<file path="config.mk">
export PLATFORM = sky130hd
export DESIGN_NAME = quad_counter_flat
export DESIGN_NICKNAME = d
export VERILOG_FILES = /design/src/rtl/quad_pkg.sv /design/src/rtl/quad_if.sv /design/src/rtl/quad_counter.sv /design/src/flat_wrapper.sv
export VERILOG_INCLUDE_DIRS = /design/src /design/src/rtl
export SDC_FILE = /design/constraint.sdc
export NUM_CORES = 1
export LEC_CHECK = 0
export BUFFER_PORTS_ARGS = -buffer_cell sky130_fd_sc_hd__buf_2
export CORE_AREA = 5 5 105 107
export DETAILED_ROUTE_END_ITERATION = 16
export DIE_AREA = 0 0 110 112
export PLACE_DENSITY = 0.85
export SLEW_MARGIN = 20
export SYNTH_ARGS = -nofsm -noshare
export SYNTH_HDL_FRONTEND = slang
export SYNTH_SLANG_ARGS = --single-unit
</file>
<file path="constraint.sdc">
create_clock -name REF_CLK_IN -period 3.9 [get_ports REF_CLK_IN]
set_input_delay 0.585 -clock REF_CLK_IN [delete_from_list [all_inputs] [get_ports REF_CLK_IN]]
set_output_delay 0.585 -clock REF_CLK_IN [all_outputs]
set_load 0.02 [all_outputs]
</file>
<file path="src/rtl/quad_cfg.svh">
`ifndef QUAD_CFG_SVH
`define QUAD_CFG_SVH

`define QP_LINES      32'd1024
`define QP_POS_W      32
`define QP_TURN_W     16
`define QP_CLK_MHZ    250
`define QP_STEP_NS    100
`define QP_STEP_CYC   ((`QP_STEP_NS * `QP_CLK_MHZ + 999) / 1000)
`define QP_STEP_CNT_W 8

`endif

</file>
<file path="src/rtl/quad_pkg.sv">
`default_nettype none

package quad_pkg;

    typedef enum logic [1:0] {
        MODE_X1 = 2'b00,
        MODE_X2 = 2'b01,
        MODE_X4 = 2'b10
    } count_mode_e;

    typedef enum logic [1:0] {
        ST_UNINIT = 2'b00,
        ST_SEEK   = 2'b01,
        ST_VALID  = 2'b10
    } init_state_e;

endpackage

`default_nettype wire

</file>
<file path="src/rtl/quad_if.sv">
`timescale 1ns/1ps
`default_nettype none

interface quad_if;
    logic track_a;
    logic track_b;
    logic marker;

    modport encoder (
        output track_a,
        output track_b,
        output marker
    );

    modport counter (
        input  track_a,
        input  track_b,
        input  marker
    );
endinterface

`default_nettype wire

</file>
<file path="src/rtl/quad_counter.sv">
// Function
// encoder gives fixed, evenly spaced pulses per turn
// two tracks, equal period, quarter-period offset
// single track allowed without direction sensing
// direction from which track leads
// one edge of one track: N counts
// both edges one track or one edge both: 2N
// all edges of both tracks: 4N counts
// count only after home-seeking pass completes
// power loss or corruption forces re-initialization
// optional marker pulse at zero position
// two-stage synchronizers; flag simultaneous track change
// first marker loads zero, then sets valid
`timescale 1ns/1ps
`default_nettype none
`include "quad_cfg.svh"

module quad_counter
    import quad_pkg::*;
(
    input  wire logic                   REF_CLK_IN,
    input  wire logic                   RST_IN,
    input  wire logic [1:0]             MODE_IN,
    input  wire logic                   SINGLE_IN,
    input  wire logic                   INIT_IN,
    output logic      [`QP_POS_W-1:0]   POSITION_OUT,
    output logic      [`QP_TURN_W-1:0]  TURNS_OUT,
    output logic                        VALID_OUT,
    output logic                        SEEKING_OUT,
    output logic                        DIR_OUT,
    output logic                        ERROR_OUT,
    quad_if.counter                     link
);

    // counts in one turn for the chosen edge selection
    function automatic logic [`QP_POS_W-1:0] turn_counts(input logic [1:0] mode);
        logic [`QP_POS_W-1:0] n;
        n = `QP_LINES;
        unique case (mode)
            MODE_X1: turn_counts = n;
            MODE_X2: turn_counts = n << 1;
            MODE_X4: turn_counts = n << 2;
            default: turn_counts = n;
        endcase
    endfunction

    logic [2:0]           raw;
    logic [2:0]           meta_q;
    logic [2:0]           sync_q;
    logic [2:0]           prev_q;
    logic                 a;
    logic                 b;
    logic                 z;
    logic                 a_edge;
    logic                 b_edge;
    logic                 z_rise;
    logic                 both_edge;
    logic                 count_en;
    logic                 fwd;
    logic                 fwd_q;
    logic [`QP_POS_W-1:0] span;
    logic [`QP_POS_W-1:0] pos_q;
    logic [`QP_POS_W-1:0] pos_d;
    logic [`QP_TURN_W-1:0] turns_q;
    logic [`QP_TURN_W-1:0] turns_d;
    logic                 error_q;
    init_state_e          state_q;
    init_state_e          state_d;

    assign raw = {link.marker, link.track_b, link.track_a};

    // pins are asynchronous to our clock, two flops before any use
    genvar g;
    generate
        for (g = 0; g < 3; g = g + 1) begin : g_sync
            always_ff @(posedge REF_CLK_IN or posedge RST_IN) begin
                if (RST_IN) begin
                    meta_q[g] <= 1'b0;
                    sync_q[g] <= 1'b0;
                    prev_q[g] <= 1'b0;
                end else begin
                    meta_q[g] <= raw[g];
                    sync_q[g] <= meta_q[g];
                    prev_q[g] <= sync_q[g];
                end
            end
        end
    endgenerate

    assign a         = sync_q[0];
    assign b         = sync_q[1];
    assign z         = sync_q[2];
    assign a_edge    = a ^ prev_q[0];
    assign b_edge    = b ^ prev_q[1];
    assign z_rise    = z && !prev_q[2];
    assign both_edge = a_edge && b_edge;
    assign span      = turn_counts(MODE_IN);

    // a leading b means forward; a single track has no direction
    always_comb begin
        fwd      = fwd_q;
        count_en = 1'b0;
        if (both_edge) begin
            count_en = 1'b0;
        end else if (a_edge) begin
            fwd = SINGLE_IN ? 1'b1 : (a != b);
            unique case (MODE_IN)
                MODE_X1: count_en = SINGLE_IN ? a : (a == fwd);
                MODE_X2: count_en = 1'b1;
                MODE_X4: count_en = 1'b1;
                default: count_en = 1'b0;
            endcase
        end else if (b_edge && !SINGLE_IN) begin
            fwd      = (a == b);
            count_en = (MODE_IN == MODE_X4);
        end
    end

    always_ff @(posedge REF_CLK_IN or posedge RST_IN) begin
        if (RST_IN) begin
            fwd_q <= 1'b1;
        end else begin
            fwd_q <= fwd;
        end
    end

    always_comb begin
        state_d = state_q;
        unique case (state_q)
            ST_UNINIT: begin
                if (INIT_IN && !both_edge) begin
                    state_d = ST_SEEK;
                end
            end
            ST_SEEK: begin
                if (both_edge) begin
                    state_d = ST_UNINIT;
                end else if (z_rise) begin
                    state_d = ST_VALID;
                end
            end
            ST_VALID: begin
                if (both_edge) begin
                    state_d = ST_UNINIT;
                end else if (INIT_IN) begin
                    state_d = ST_SEEK;
                end
            end
            default: state_d = ST_UNINIT;
        endcase
    end

    // reset stands for power loss: position is never valid out of reset
    always_ff @(posedge REF_CLK_IN or posedge RST_IN) begin
        if (RST_IN) begin
            state_q <= ST_UNINIT;
        end else begin
            state_q <= state_d;
        end
    end

    // wrap within one turn so the marker lands back on zero
    always_comb begin
        pos_d   = pos_q;
        turns_d = turns_q;
        if (state_q == ST_SEEK && z_rise) begin
            pos_d   = '0;
            turns_d = '0;
        end else if (state_q == ST_VALID && count_en && !both_edge) begin
            if (fwd) begin
                if (pos_q >= span - 1'b1) begin
                    pos_d   = '0;
                    turns_d = turns_q + 1'b1;
                end else begin
                    pos_d = pos_q + 1'b1;
                end
            end else begin
                if (pos_q == '0 || pos_q >= span) begin
                    pos_d   = span - 1'b1;
                    turns_d = turns_q - 1'b1;
                end else begin
                    pos_d = pos_q - 1'b1;
                end
            end
        end
    end

    always_ff @(posedge REF_CLK_IN or posedge RST_IN) begin
        if (RST_IN) begin
            pos_q   <= '0;
            turns_q <= '0;
        end else begin
            pos_q   <= pos_d;
            turns_q <= turns_d;
        end
    end

    // a new collision wins over a clear by a fresh init request
    always_ff @(posedge REF_CLK_IN or posedge RST_IN) begin
        if (RST_IN) begin
            error_q <= 1'b0;
        end else if (both_edge) begin
            error_q <= 1'b1;
        end else if (INIT_IN) begin
            error_q <= 1'b0;
        end
    end

    // position is only shown once it is backed by a home reference
    always_ff @(posedge REF_CLK_IN or posedge RST_IN) begin
        if (RST_IN) begin
            POSITION_OUT <= '0;
            TURNS_OUT    <= '0;
            VALID_OUT    <= 1'b0;
            SEEKING_OUT  <= 1'b0;
            DIR_OUT      <= 1'b1;
            ERROR_OUT    <= 1'b0;
        end else begin
            POSITION_OUT <= (state_d == ST_VALID) ? pos_d : '0;
            TURNS_OUT    <= (state_d == ST_VALID) ? turns_d : '0;
            VALID_OUT    <= (state_d == ST_VALID);
            SEEKING_OUT  <= (state_d == ST_SEEK);
            DIR_OUT      <= fwd;
            ERROR_OUT    <= both_edge || (error_q && !INIT_IN);
        end
    end

endmodule

`default_nettype wire

</file>
<file path="src/flat_wrapper.sv">
// flat-port wrapper written by rule: the top's interface ports become plain ports
module quad_counter_flat import quad_pkg::*;
  (REF_CLK_IN, RST_IN, MODE_IN, SINGLE_IN, INIT_IN, POSITION_OUT, TURNS_OUT, VALID_OUT, SEEKING_OUT, DIR_OUT, ERROR_OUT, link_track_a, link_track_b, link_marker);
  quad_if link_i ();
  input  wire logic REF_CLK_IN;
  input  wire logic RST_IN;
  input  wire logic [1:0] MODE_IN;
  input  wire logic SINGLE_IN;
  input  wire logic INIT_IN;
  output logic      [`QP_POS_W-1:0] POSITION_OUT;
  output logic      [`QP_TURN_W-1:0] TURNS_OUT;
  output logic VALID_OUT;
  output logic SEEKING_OUT;
  output logic DIR_OUT;
  output logic ERROR_OUT;
  input wire logic [$bits(link_i.track_a)-1:0] link_track_a;
  input wire logic [$bits(link_i.track_b)-1:0] link_track_b;
  input wire logic [$bits(link_i.marker)-1:0] link_marker;
  assign link_i.track_a = link_track_a;
  assign link_i.track_b = link_track_b;
  assign link_i.marker = link_marker;
  quad_counter u_core (.REF_CLK_IN(REF_CLK_IN), .RST_IN(RST_IN), .MODE_IN(MODE_IN), .SINGLE_IN(SINGLE_IN), .INIT_IN(INIT_IN), .POSITION_OUT(POSITION_OUT), .TURNS_OUT(TURNS_OUT), .VALID_OUT(VALID_OUT), .SEEKING_OUT(SEEKING_OUT), .DIR_OUT(DIR_OUT), .ERROR_OUT(ERROR_OUT), .link(link_i));
endmodule
</file>
== After elaboration in Yosys (flattened, before gate mapping) ==
Cells that the tools add are included.

* Flip-flop bits (word level): 112
* Bits in latches: 0
* RAM bits: 0
* Memory bits (read-only): 0
* Input port bits: 9
* Output and inout port bits: 52
* Logic and storage cells: 86
* Memories: 0

* Add/sub/neg operators: 5
* Multipliers: 0
* Divide/modulo/power cells: 0
* Order comparisons: 2
* Equal/unequal tests: 9
* Shifts and indexed selects: 0
* Muxes and demuxes: 30
* Bitwise gates (word level): 2
* Reduce and logical (&&, ||, !) cells: 19

{| class="wikitable"
|+ Operator list
! kind !! count
|-
| $mux W32 || 6
|-
| $mux W16 || 6
|-
| $add A32 B1 Y32 const B || 1
|-
| $ge A32 B13 Y1 || 1
|-
| $ge A32 B32 Y1 || 1
|-
| $logic_not A32 Y1 || 1
|-
| $sub A32 B1 Y32 const B || 1
|-
| $pmux W13 S2 || 1
|-
| $add A16 B1 Y16 const B || 1
|-
| $sub A16 B1 Y16 const B || 1
|-
| $sub A13 B1 Y14 const B || 1
|-
| $mux W1 || 10
|-
| $mux W2 || 5
|-
| $logic_and A1 B1 Y1 || 8
|-
| $eq A2 B1 Y1 const B || 3
|-
| $eq A2 B2 Y1 const B || 3
|-
| $pmux W2 S3 || 1
|-
| $logic_not A1 Y1 || 4
|-
| $logic_not A2 Y1 || 2
|-
| $eq A1 B1 Y1 || 2
|-
| $logic_or A1 B1 Y1 || 2
|-
| $pmux W1 S2 || 1
|-
| $reduce_bool A2 Y1 || 1
|-
| $reduce_or A2 Y1 || 1
|-
| other kinds (2) || 3
|}

== Logic depth before layout (Yosys ltp) ==
Gate-level depths: netlist (run 1).

* Depth after elaboration: 12
* Gate-level depth with buffers: 12
* Mapped depth without buffers: 11

== Worst setup path after synthesis (run 1) ==
No wires, ideal clock.

* Path kind: input-to-reg
* Start point: input port MODE_IN[0]
* End point: register u_core.TURNS_OUT[7]
* Library setup time: 0.131 ns
* Arrival: 2.717 ns
* Required time: 3.769 ns
* Path slack: 1.053 ns
* Stages on the path: 11
* Buffers on the path: 0
* Cell sequence: inv_1 -> ha_1 -> inv_1 -> ha_1 -> nand2_1 -> a2111oi_0 -> a31oi_1 -> a2111oi_0 -> o221ai_1 -> xor2_1 -> nor2_1

* Cells in the longest elaborated chain, start to end: 10

{| class="wikitable"
|+ RTL lines
! element !! RTL line !! source
|-
| start: declaration || flat_wrapper.sv:7 || <nowiki>input wire logic [1:0] MODE_IN;</nowiki>
|-
| parallel branches: the longest is 7 deep, another holds $ge A32 B32 Y1 || n/a ||
|-
| $mux W16 * || quad_counter.sv:169 || <nowiki>end else if (state_q == ST_VALID && count_en && !both_edge) begin</nowiki>
|-
| $mux W16 * || quad_counter.sv:166 || <nowiki>if (state_q == ST_SEEK && z_rise) begin</nowiki>
|-
| $mux W16 * || quad_counter.sv:220 || <nowiki>TURNS_OUT <= (state_d == ST_VALID) ? turns_d : '0;</nowiki>
|-
| end signal: assignment || quad_counter.sv:220 ||
|-
| end: declaration || quad_counter.sv:27 || <nowiki>output logic [`QP_TURN_W-1:0] TURNS_OUT,</nowiki>
|}

Every way passes the cells marked *.
A chain may end at the register's enable or synchronous reset.

== Worst setup path after layout (run 1) ==
* Start point: register u_core.sync_q[0], in the netlist u_core.a
* End point: register u_core.turns_q[15]

* Cells in the longest elaborated chain, start to end: 11

{| class="wikitable"
|+ RTL lines
! element !! RTL line !! source
|-
| start: declaration || quad_counter.sv:49 || <nowiki>logic [2:0] sync_q;</nowiki>
|-
| start signal: indexed assignment || quad_counter.sv:83 || <nowiki>sync_q[g] <= meta_q[g];</nowiki>
|-
| $ne A1 B1 Y1 || quad_counter.sv:106 || <nowiki>fwd = SINGLE_IN ? 1'b1 : (a != b);</nowiki>
|-
| $mux W1 || quad_counter.sv:106 ||
|-
| $eq A1 B1 Y1 || quad_counter.sv:108 || <nowiki>MODE_X1: count_en = SINGLE_IN ? a : (a == fwd);</nowiki>
|-
| $mux W1 || quad_counter.sv:108 ||
|-
| $pmux W1 S2 || quad_counter.sv:107 || <nowiki>unique case (MODE_IN)</nowiki>
|-
| $mux W1 || quad_counter.sv:105 || <nowiki>end else if (a_edge) begin</nowiki>
|-
| $mux W1 || quad_counter.sv:103 || <nowiki>if (both_edge) begin</nowiki>
|-
| $logic_and A1 B1 Y1 (2 in a row) || quad_counter.sv:169 ||
|-
| $mux W16 * || quad_counter.sv:169 ||
|-
| $mux W16 * || quad_counter.sv:166 ||
|-
| net u_core.turns_d[15] || quad_counter.sv:65 || <nowiki>logic [`QP_TURN_W-1:0] turns_d;</nowiki>
|-
| end signal: assignment || quad_counter.sv:194 || <nowiki>turns_q <= turns_d;</nowiki>
|-
| end: declaration || quad_counter.sv:64 || <nowiki>logic [`QP_TURN_W-1:0] turns_q;</nowiki>
|}

The timed path passes the listed nets; every way through them passes the cells marked *.

==> results of run 1 <==
path summary, 6_finish.rpt:
kind,startpoint,end
max in group asynchronous,RST_IN,u_core.POSITION_OUT[10]
max,u_core.a,u_core.turns_q[15]
min reg2reg,u_core.meta_q[1],u_core.b
max reg2reg,u_core.a,u_core.turns_q[15]
min in group asynchronous,RST_IN,u_core.pos_q[26]
min,link_track_b,u_core.meta_q[1]
metrics by stage:
stage,util [%],std cells
6_report,62.5,755
5_1_grt,62.5,755
4_1_cts,62.5,755
3_5_place_dp,60.2,739
3_3_place_gp,60.2,739
2_1_floorplan,-,573
power by group:
| group | leakage [nW] | internal [mW] | total, mW | switching, mW |
|---|---|---|---|---|
| Combinational | 1.51 | 0.231 | 0.652 | 0.421 |
| Sequential | 1.52 | 1.22 | 1.34 | 0.111 |
| Clock | 0.118 | 0.376 | 0.794 | 0.417 |
critical path, stage by stage (launching register included):
cell     delay [ns]
dfrtp_1        0.54
xnor2_4        0.25
nor2_2         0.11
or3b_1         0.49
nor2_2         0.82
o21ai_0        0.24
or3_1          0.42
a21oi_1        0.18
registers in the layout (all words and copies together), names as in the netlist:
| name | cells |
|---|---|
| u_core.POSITION_OUT | 32 |
| u_core.pos_q | 32 |
| u_core.TURNS_OUT | 16 |
| u_core.turns_q | 16 |
| u_core.meta_q | 3 |
| u_core.prev_q | 3 |
| u_core.state_q | 2 |
| u_core.ERROR_OUT | 1 |
| u_core.SEEKING_OUT | 1 |
| u_core.VALID_OUT | 1 |
| u_core.a | 1 |
| u_core.b | 1 |
| u_core.error_q | 1 |
| u_core.fwd_q | 1 |
| u_core.z | 1 |
cell usage in the layout, fill, tap and decap left out, types with 6 or more instances in the layout:
| cell type | instances |
|---|---|
| a21o_1 | 23 |
| a21oi_1 | 16 |
| and2_1 | 23 |
| and2b_1 | 6 |
| and3_1 | 7 |
| buf_2 | 60 |
| buf_4 | 7 |
| clkbuf_8 | 9 |
| dfrtp_1 | 111 |
| ha_1 | 14 |
| inv_1 | 14 |
| nand2_1 | 20 |
| nand2b_1 | 8 |
| nand3_1 | 17 |
| nand4_1 | 9 |
| nor2_1 | 82 |
| nor2b_1 | 16 |
| nor3_1 | 21 |
| nor4_1 | 8 |
| o21ai_0 | 18 |
| o31ai_1 | 7 |
| xnor2_1 | 8 |
| xor2_1 | 18 |
area by class of cell:
class | instances | area (um^2)
Fill cell | 844 | 3760
Inverter | 16 | 62.6
Timing Repair Buffer | 67 | 353
Clock inverter | 7 | 109
Tap cell | 136 | 170
Sequential cell | 112 | 2800
Multi-Input combinational cell | 408 | 2660
Clock buffer | 9 | 124
logic make-up after synthesis:
| family | share of synthesized area [%] |
|---|---|
| compound gates | 13.9 |
| xor+xnor | 4.77 |
| fa+ha+maj | 3.08 |
| buf+inv | 4.20 |
| flops | 49.3 |
| mux | 0.528 |
| simple gates | 24.2 |
layer usage:
metal,vias to the layer above,part of all wire (%),wire [um],global-route usage (%)
li1,2100,-,-,-
met1,2183,43,5380,28.7
met2,133,51,6370,35.7
met3,21,4.8,609,3.77
met4,0,1.8,230,9.14
met5,-,0,0,0
==> metrics.md, run 1 <==
| Metric | Value |
|---|---|
| Status | completed |
| Largest cells by area after synthesis | dfrtp_1, nor2_1, ha_1 |
| Req. time, crit path | 4.21 ns |
| Pre-CTS setup slack | 0.373 ns |
| CTS Buffer Depth | 2 |
| Primary FF master, synth | dfrtp_1 |
| # nets final | 637 |
| Skew final | 0.0118 ns |
| Layout cells sized above 1 | 16.8% |
| TNS Setup | 0 ns |
| Starting Density | 56.6% |
| Port Buffers | 60 |
| Clock sink count | 112 |
| Max-cap violation count | 0 |
| Die W | 110 um |
| Inserted Diodes | 0 |
| Maximum vdd drop | 187 uV |
| Synth Warn # | 0 |
| Final Hold Viols | 0 |
| Grt ovf | 0 |
| CP Data Arrival Time | 3.45 ns |
| Clk root buf | clkbuf_8 |
| Synthesized Nets | 596 |
| Tmin final | 3.14 ns |
| Initial drt markers | 293 |
| DRC viols | 0 |
| DP HPWL | 8.71 mm |
| Cell Area, Synth | 5690 um^2 |
| Final instance area | 6280 um^2 |
| Final WS setup | 0.761 ns |
| RSZ-0062 raised after global routing | false |
| Fin crit share | 80.5% |
| Hold path depth | 1 |
| Area growth syn-to-layout | 10.5% |
| Clock slew at reported path FFs | 0.10 ns |
| IO Pins | 61 |
| Reg2Reg Setup Slack | 0.76 ns |
| Post CTS Setup Buffer Count | 0 |
| Syn_area_per_cell | 9.92 um^2 |
| Final hold slack | 0.298 ns |
| Die height | 112 um |
| GR Util All Layers | 21.9% |
| Worst-Margin Slew | 0.994 ns |
| Vias in the first global route | 4401 |
| Sequential area share after synthesis | 49.3% |
| GPL Wtd Cong | 0.920 |
| Most numerous cell in the Yosys netlist | dfrtp_1 |
| Total CTS buffers | 9 |
| Top post-synthesis cells by count | dfrtp_1, nor2_1, a21o_1, and2_1, nor3_1 |
| Tot Pwr | 2.78 mW |
| Cell Area, Placed | 6050 um^2 |
| R2R cell count | 7 |
| P per Cell Area | 443 nW/um^2 |
| DR vias/cell | 5.88 |
| First-pass GRT wire length | 21.6 mm |
| Post-synth EDFFs | 0 |
| H-tree lvl count | 3 |
| Core ar. | 10000 um^2 |
| Clk_lat worst skew | 0.39 ns |
| Slew headroom | 33.6% |
| Post-CTS resize count | 0 |
| Routed len/inst | 16.7 um |
| Routed Antenna Nets | 0 |
| FF+latch count, synth | 112 |
| HP Class | input pin to flip-flop |
| Synthesized instance count | 573 |
| # setup viols final | 0 |
| Synth unique cells | 71 |
| Die ar. | 12300 um^2 |
| Pre-antenna DRT Iters | 5 |
| Hold buffer count at CTS | 0 |
| Crit path max fanout | 24 |
| Cell taking the most area after synthesis | dfrtp_1 |
| Fraction of registers with async set or reset after synthesis | 100% |
| WS Path Type | flip-flop to flip-flop |
| Critical Path Source Type | flip-flop |
| Placement Rows | 37 |
| Fmax | 319 MHz |
| Initial antenna violation count | 0 |
| Synth top area share | 48.8% |
| Via Count | 4437 |
| CTS tree | done |
| Largest net degree at the start of global routing | 75 |
| Leakage | 3.15 nW |
| Routed wire length | 12.6 mm |
| Critical path endpoint category | flip-flop |
| Max-slew violations | 0 |
No activity file was read; power rests on OpenSTA's default activity.
==> inputs of run 2 (changes only) <==
Settings changed: CORE_AREA 5 5 105 107 to 5 5 110 112, DIE_AREA 0 0 110 112 to 0 0 115 117, PLACE_DENSITY 0.85 to 0.82.
Clock period 3.9 ns to 2.8 ns, I/O delays scaled along.
==> run 2 against run 1 <==
Net effect: final cell count grew 6.5%; die area increased by 9.2%; via count rose by 3.5%; flip-flop and latch count unchanged; clock skew shrank 0.0051 ns; utilization decreased by 2.0 points.
==> metrics.md, run 2 (synthesized netlist as in run 1, its figures left out) <==
| Metric | Value |
|---|---|
| GPL Wtd Cong | 0.963 (+4.7%) |
| Critical path endpoint category | flip-flop |
| Commonest non-fill, non-tap cell in the layout | dfrtp_1 |
| Port Buffers | 60 (unchanged) |
| WS Path Type | flip-flop to flip-flop |
| Status | completed |
| Min-delay src | link_marker |
| Routed Antenna Nets | 0 (unchanged) |
| CP delay by family, top | compound AO/OA/AOI/OAI gates |
| R2R cell count | 9 (+2) |
| Core ar. | 11100 um^2 (+11%) |
| Tmin final | 2.69 ns (-0.451 ns) |
| Fmax | 372 MHz (+17%) |
| CP Cell Sequence | ha_1, nand3_1, a2111oi_2, a31oi_2, a2111oi_1, buf_4, o221ai_1, xor2_1, nor2_1 |
| Clock sink count | 112 (unchanged) |
| H-tree lvl count | 3 (unchanged) |
| Fill cell count | 944 (+12%) |
| Grt ovf | 0 (unchanged) |
| Initial drt markers | 330 (+13%) |
| TNS Setup | 0 ns (unchanged) |
| # setup viols final | 0 (unchanged) |
| Fin util | 60.5% (-2.0 points) |
| WP buf/inv | 1 (+1) |
| WHS Endpoint | u_core.meta_q[2] |
| P per Cell Area | 621 nW/um^2 (+40%) |
| Skew final | 0.00671 ns (-0.00507 ns) |
| Max-cap violation count | 0 (unchanged) |
| Req. time, crit path | 3.03 ns (-1.18 ns) |
| IO Pins | 61 (unchanged) |
| Most frequent cells in the layout | dfrtp_1, nor2_1, buf_2 |
| Hold path depth | 1 (unchanged) |
| First-pass GRT wire length | 22.5 mm (+4.4%) |
| Tot Pwr | 4.18 mW (+50%) |
| Fin crit share | 96.0% (+16 points) |
| Die ar. | 13500 um^2 (+9.2%) |
| Slew headroom | 57.0% (+23 points) |
| CTS tree | done |
| GR Util All Layers | 20.7% (-1.2 points) |
| Leakage | 3.38 nW (+7.4%) |
| Layout cells sized above 1 | 23.3% (+6.5 points) |
| RSZ-0062 raised after global routing | false |
| Worst-Margin Slew | 0.640 ns (-0.354 ns) |
| Largest net degree at the start of global routing | 113 (+51%) |
| Clock slew at reported path FFs | 0.07 ns (-0.03 ns) |
| Worst r2r dst | u_core.turns_q[7] |
| CTS Buffer Depth | 2 (unchanged) |
| Final Hold Viols | 0 (unchanged) |
| CP Data Arrival Time | 2.92 ns (-0.53 ns) |
| Pre-antenna DRT Iters | 5 (unchanged) |
| DR vias/cell | 5.71 (-2.8%) |
| Inserted Diodes | 0 (unchanged) |
| # nets final | 679 (+6.6%) |
| Die height | 117 um (+4.5%) |
| Vias in the first global route | 4675 (+6.2%) |
| Starting Density | 51.1% (-5.5 points) |
| Crit-path max cell delay | 0.49 ns (-0.33 ns) |
| Routed len/inst | 16.3 um (-2.3%) |
| Placement Rows | 39 (+5.4%) |
| Registers with the most flip-flops | u_core.POSITION_OUT (32), u_core.pos_q (32) |
| DRC viols | 0 (unchanged) |
| Clk_lat worst skew | 0.35 ns (-0.04 ns) |
| Die W | 115 um (+4.5%) |
| Hold buffer count at CTS | 0 (unchanged) |
| Initial antenna violation count | 0 (unchanged) |
| Fin cells | 804 (+6.5%) |
| DP HPWL | 9.08 mm (+4.3%) |
| Maximum vdd drop | 348 uV (+87%) |
| Routed wire length | 13.1 mm (+4.0%) |
| Area growth syn-to-layout | 18.4% |
| HP Class | input pin to flip-flop |
| R2r startpoint | u_core.pos_q[0] |
| Slowest stage cell, crit path | a2111oi_1 |
| Placed cells | 788 (+6.6%) |
| Total CTS buffers | 9 (unchanged) |
| Via Count | 4594 (+3.5%) |
| Reg2Reg Setup Slack | 0.11 ns (-0.65 ns) |
| Crit path max fanout | 6 (-75%) |
| Clk root buf | clkbuf_16 |
| Max-slew violations | 0 (unchanged) |
| Critical Path Source Type | flip-flop |
## run 2: cell count changes in the layout (fill, tap and decap cells not counted), sizes merged
| cell | previous run | this run |
|---|---|---|
| clkinv | 1 | 2 |
| bufinv | 2 | 0 |
| clkbuf | 9 | 11 |
| clkinvlp | 0 | 2 |
| inv | 20 | 17 |
| buf | 67 | 109 |
## run 2: power by group
group / leakage (nW) / switching, mW / internal [mW] / total [mW]
sequential: 1.52 / 0.132 / 1.71 / 1.84
combinational: 1.72 / 0.647 / 0.441 / 1.09
clock: 0.143 / 0.593 / 0.659 / 1.25
total: 3.38 / 1.37 / 2.81 / 4.18
## run 2: layout make-up
class / count / area (um^2) / area share [%]
Inverter: 16 / 63.8 / 0.948
Tap cell: 143 / 179 / 2.66
Timing Repair Buffer: 109 / 693 / 10.3
Clock buffer: 11 / 253 / 3.75
Clock inverter: 5 / 38.8 / 0.576
Sequential cell: 112 / 2810 / 41.7
Multi-Input combinational cell: 408 / 2700 / 40.1
## run 2: how the worst max path moves through the flow
| stage | from | endpoint | slack [ns] | cells after the start |
|---|---|---|---|---|
| after detailed placement | MODE_IN[0] | u_core.turns_q[14] | -0.33 | 13 |
| after floorplan | MODE_IN[0] | u_core.TURNS_OUT[7] | 0.12 | 11 |
| after global placement | MODE_IN[0] | u_core.TURNS_OUT[7] | -0.18 | 13 |
| final | u_core.pos_q[0] | u_core.turns_q[7] | 0.11 | 9 |
| after global routing | u_core.b | u_core.POSITION_OUT[3] | 0.01 | 10 |
| after CTS | u_core.pos_q[0] | u_core.TURNS_OUT[14] | 0.02 | 9 |
## run 2: worst register-to-register path, cell delays in order, from the launching register on
cell and delay, ns:
dfrtp_1 0.44, ha_1 0.24, nand3_1 0.24, a2111oi_2 0.38, a31oi_2 0.16, a2111oi_1 0.50, buf_4 0.19, o221ai_1 0.14
xor2_1 0.21, nor2_1 0.07
## run 2: stage by stage
step	cell area (um^2)	hold slack, ns	worst slack, ns
2_1_floorplan	5690	0.331	0.118
3_3_place_gp	6400	0.332	-0.181
3_5_place_dp	6400	0.335	-0.329
4_1_cts	6690	0.159	0.0246
5_1_grt	6730	0.160	0.0105
6_report	6730	0.168	0.111
## run 2: what timing repair did
item                       in CTS  in global routing
setup buffers                   0                  0
setup endpoints to repair       0                 26
gates resized for setup         0                 12
hold endpoints to repair        0                  0
## run 2: metal layers
| metal | up-vias | part of all wire [%] | GRT usage (%) |
|---|---|---|---|
| li1 | 2179 | - | - |
| met1 | 2209 | 43 | 27.0 |
| met2 | 181 | 49 | 34.3 |
| met3 | 25 | 6.8 | 4.42 |
| met4 | 0 | 1.8 | 7.67 |
| met5 | - | 0 | 0 |
==> inputs of run 3 (changes only) <==
==> constraint.sdc (replaced) <==
create_clock -name REF_CLK_IN -period 2.8 [get_ports REF_CLK_IN]
set_input_delay 0.56 -clock REF_CLK_IN [delete_from_list [all_inputs] [get_ports REF_CLK_IN]]
set_output_delay 0.56 -clock REF_CLK_IN [all_outputs]
set_load 0.02 [all_outputs]
==> run 3 against run 2 <==
Net effect: maximum frequency is 1.9% lower; clock power rose by 7%; worst hold slack improved by 0.14 ns; design area is 2.6% higher; sequential power barely moved; flip-flop and latch count unchanged; die area did not move; utilization grew 1.6 points; wire length increased by 4.3%; via count rose by 0.13%; clock skew decreased by 0.00056 ns; critical path type is now input pin to flip-flop; largest cell class unchanged.
==> metrics.md, run 3 (synthesized netlist as in run 1, its figures left out) <==
| Metric | Value |
|---|---|
| Commonest non-fill, non-tap cell in the layout | dfrtp_1 |
| Total CTS buffers | 9 (unchanged) |
| Layout cells sized above 1 | 25.0% (+1.7 points) |
| Skew final | 0.00616 ns (-0.000559 ns) |
| IO Pins | 61 (unchanged) |
| Worst-Margin Slew | 0.698 ns (+0.0582 ns) |
| Largest net degree at the start of global routing | 58 (-49%) |
| Crit-path max cell delay | 0.47 ns (-0.02 ns) |
| Via Count | 4600 (+0.13%) |
| Max-cap violation count | 0 (unchanged) |
| Slowest stage cell, crit path | a2111oi_1 |
| Max-slew violations | 0 (unchanged) |
| Clk_lat worst skew | 0.36 ns (about the same) |
| DR vias/cell | 5.64 (-1.3%) |
| Tot Pwr | 4.36 mW (+4.3%) |
| Vias in the first global route | 4570 (-2.2%) |
| Critical Path Source Type | input pin |
| WS Path Type | input pin to flip-flop |
| Req. time, crit path | 3.09 ns (+0.06 ns) |
| Status | completed |
| Pre-antenna DRT Iters | 7 (+2) |
| Initial antenna violation count | 0 (unchanged) |
| Final hold slack | 0.306 ns (+0.139 ns) |
| Registers with the most flip-flops | u_core.POSITION_OUT (32), u_core.pos_q (32) |
| Die ar. | 13500 um^2 (unchanged) |
| Routed wire length | 13.7 mm (+4.3%) |
| Initial drt markers | 228 (-31%) |
| Fmax | 365 MHz (-1.9%) |
| CTS Buffer Depth | 2 (unchanged) |
| Grt ovf | 0 (unchanged) |
| Clock sink count | 112 (unchanged) |
| Reg2Reg Setup Slack | 0.09 ns (-0.02 ns) |
| # nets final | 691 (+1.8%) |
| Area growth syn-to-layout | 21.5% |
| Cell repeated most along the worst path | buf_4 |
| Critical path endpoint category | flip-flop |
| Placement Rows | 39 (unchanged) |
| Inserted Diodes | 0 (unchanged) |
| Starting Density | 51.1% (unchanged) |
| Die height | 117 um (unchanged) |
| Port Buffers | 60 (unchanged) |
| P per Cell Area | 631 nW/um^2 (+1.6%) |
| Maximum vdd drop | 375 uV (+7.6%) |
| Routed len/inst | 16.7 um (+2.8%) |
| First-pass GRT wire length | 22.6 mm (+0.31%) |
| Cell Area, Placed | 6470 um^2 (+1.1%) |
| HP Class | input pin to asynchronous set/reset pin |
| CTS tree | done |
| Most frequent cells in the layout | dfrtp_1, nor2_1, buf_2 |
| Placed cells | 797 (+1.1%) |
| Die W | 115 um (unchanged) |
| CP Cell Sequence | buf_2, inv_1, buf_4, ha_1, buf_4, xor2_1, a32o_2, buf_4, a211oi_4, buf_6, nor2_1, a2111oi_1, a221oi_2, nor2_1 |
| Clk root buf | clkbuf_16 |
| Fin crit share | 97.8% (+1.8 points) |
| Final Hold Viols | 0 (unchanged) |
| Fill cell count | 915 (-3.1%) |
| Crit path max fanout | 5 (-1) |
| Clock slew at reported path FFs | 0.07 ns (about the same) |
| GR Util All Layers | 21.2% (+0.51 points) |
| Final instance area | 6910 um^2 (+2.6%) |
| Fin cells | 816 (+1.5%) |
| Hold buffer count at CTS | 0 (unchanged) |
| Slew headroom | 53.4% (-3.6 points) |
| H-tree lvl count | 3 (unchanged) |
| RSZ-0062 raised after global routing | true |
| Tmin final | 2.74 ns (+0.0508 ns) |
| Leakage | 3.46 nW (+2.3%) |
| CP Data Arrival Time | 3.02 ns (+0.10 ns) |
| Core ar. | 11100 um^2 (unchanged) |
| # setup viols final | 0 (unchanged) |
| Routed Antenna Nets | 0 (unchanged) |
| GPL Wtd Cong | 0.917 (-4.8%) |
| DRC viols | 0 (unchanged) |
| DP HPWL | 9.73 mm (+7.2%) |
==> run 3: stage by stage <==
stage | worst slack [ns] | util, % | TNS (ns)
after detailed placement | -0.428 | 58.1 | -24.05
after global routing | -0.0515 | 62.1 | -0.354
after CTS | -0.00872 | 61.0 | -0.0197
after floorplan | 0.0194 | - | 0
after global placement | -0.339 | 58.1 | -19.02
final | 0.0606 | 62.1 | 0
==> run 3: path summary, 6_finish.rpt <==
check | start | endpoint | depth (start not counted)
min in group REF_CLK_IN | link_marker | u_core.meta_q[2] | 1
max in group asynchronous | RST_IN | u_core.pos_q[11] | 3
worst max-delay path | MODE_IN[0] | u_core.POSITION_OUT[11] | 14
worst min register to register | u_core.meta_q[2] | u_core.z | 0
worst max register to register | u_core.a | u_core.TURNS_OUT[12] | 8
worst min-delay path | RST_IN | u_core.POSITION_OUT[27] | 2
==> run 3: timing repair <==
action                                  in CTS  in global routing
endpoints found under the setup margin       8                 51
hold endpoints to repair                     0                  0
pin swaps                                    0                  9
resized for setup                            1                 21
cloned                                       0                  2
buffers inserted                             0                  1
==> run 3: layer usage <==
layer	share of wire (%)	track usage, %
met1	45	28.2
met2	49	35.2
met3	4.8	4.52
met4	1.7	6.49
met5	0	0
==> run 3: worst max-delay path, delay by kind of cell <==
kind | cells | cell delay (ns)
AOI/OAI and AO/OA | 4 | 1.09
xor gates and xnor gates | 1 | 0.13
adders and majority gates | 1 | 0.30
buffers and inverters | 6 | 0.76
and+or+nand+nor | 2 | 0.18
==> run 3: area by class of cell <==
type                            instances  area, um^2  share of cell area [%]
Sequential cell                       112        2810                    40.6
Multi-Input combinational cell        408        2760                    40.0
Timing Repair Buffer                  121         786                    11.4
Clock buffer                           10         239                    3.46
Tap cell                              143         179                    2.59
Clock inverter                          6        73.8                    1.07
Inverter                               16        63.8                   0.924
==> run 3: where the power goes <==
part / internal (mW) / switching [mW] / total, mW
combinational: 0.495 / 0.689 / 1.18
sequential: 1.71 / 0.127 / 1.83
clock: 0.732 / 0.609 / 1.34
total: 2.93 / 1.42 / 4.36
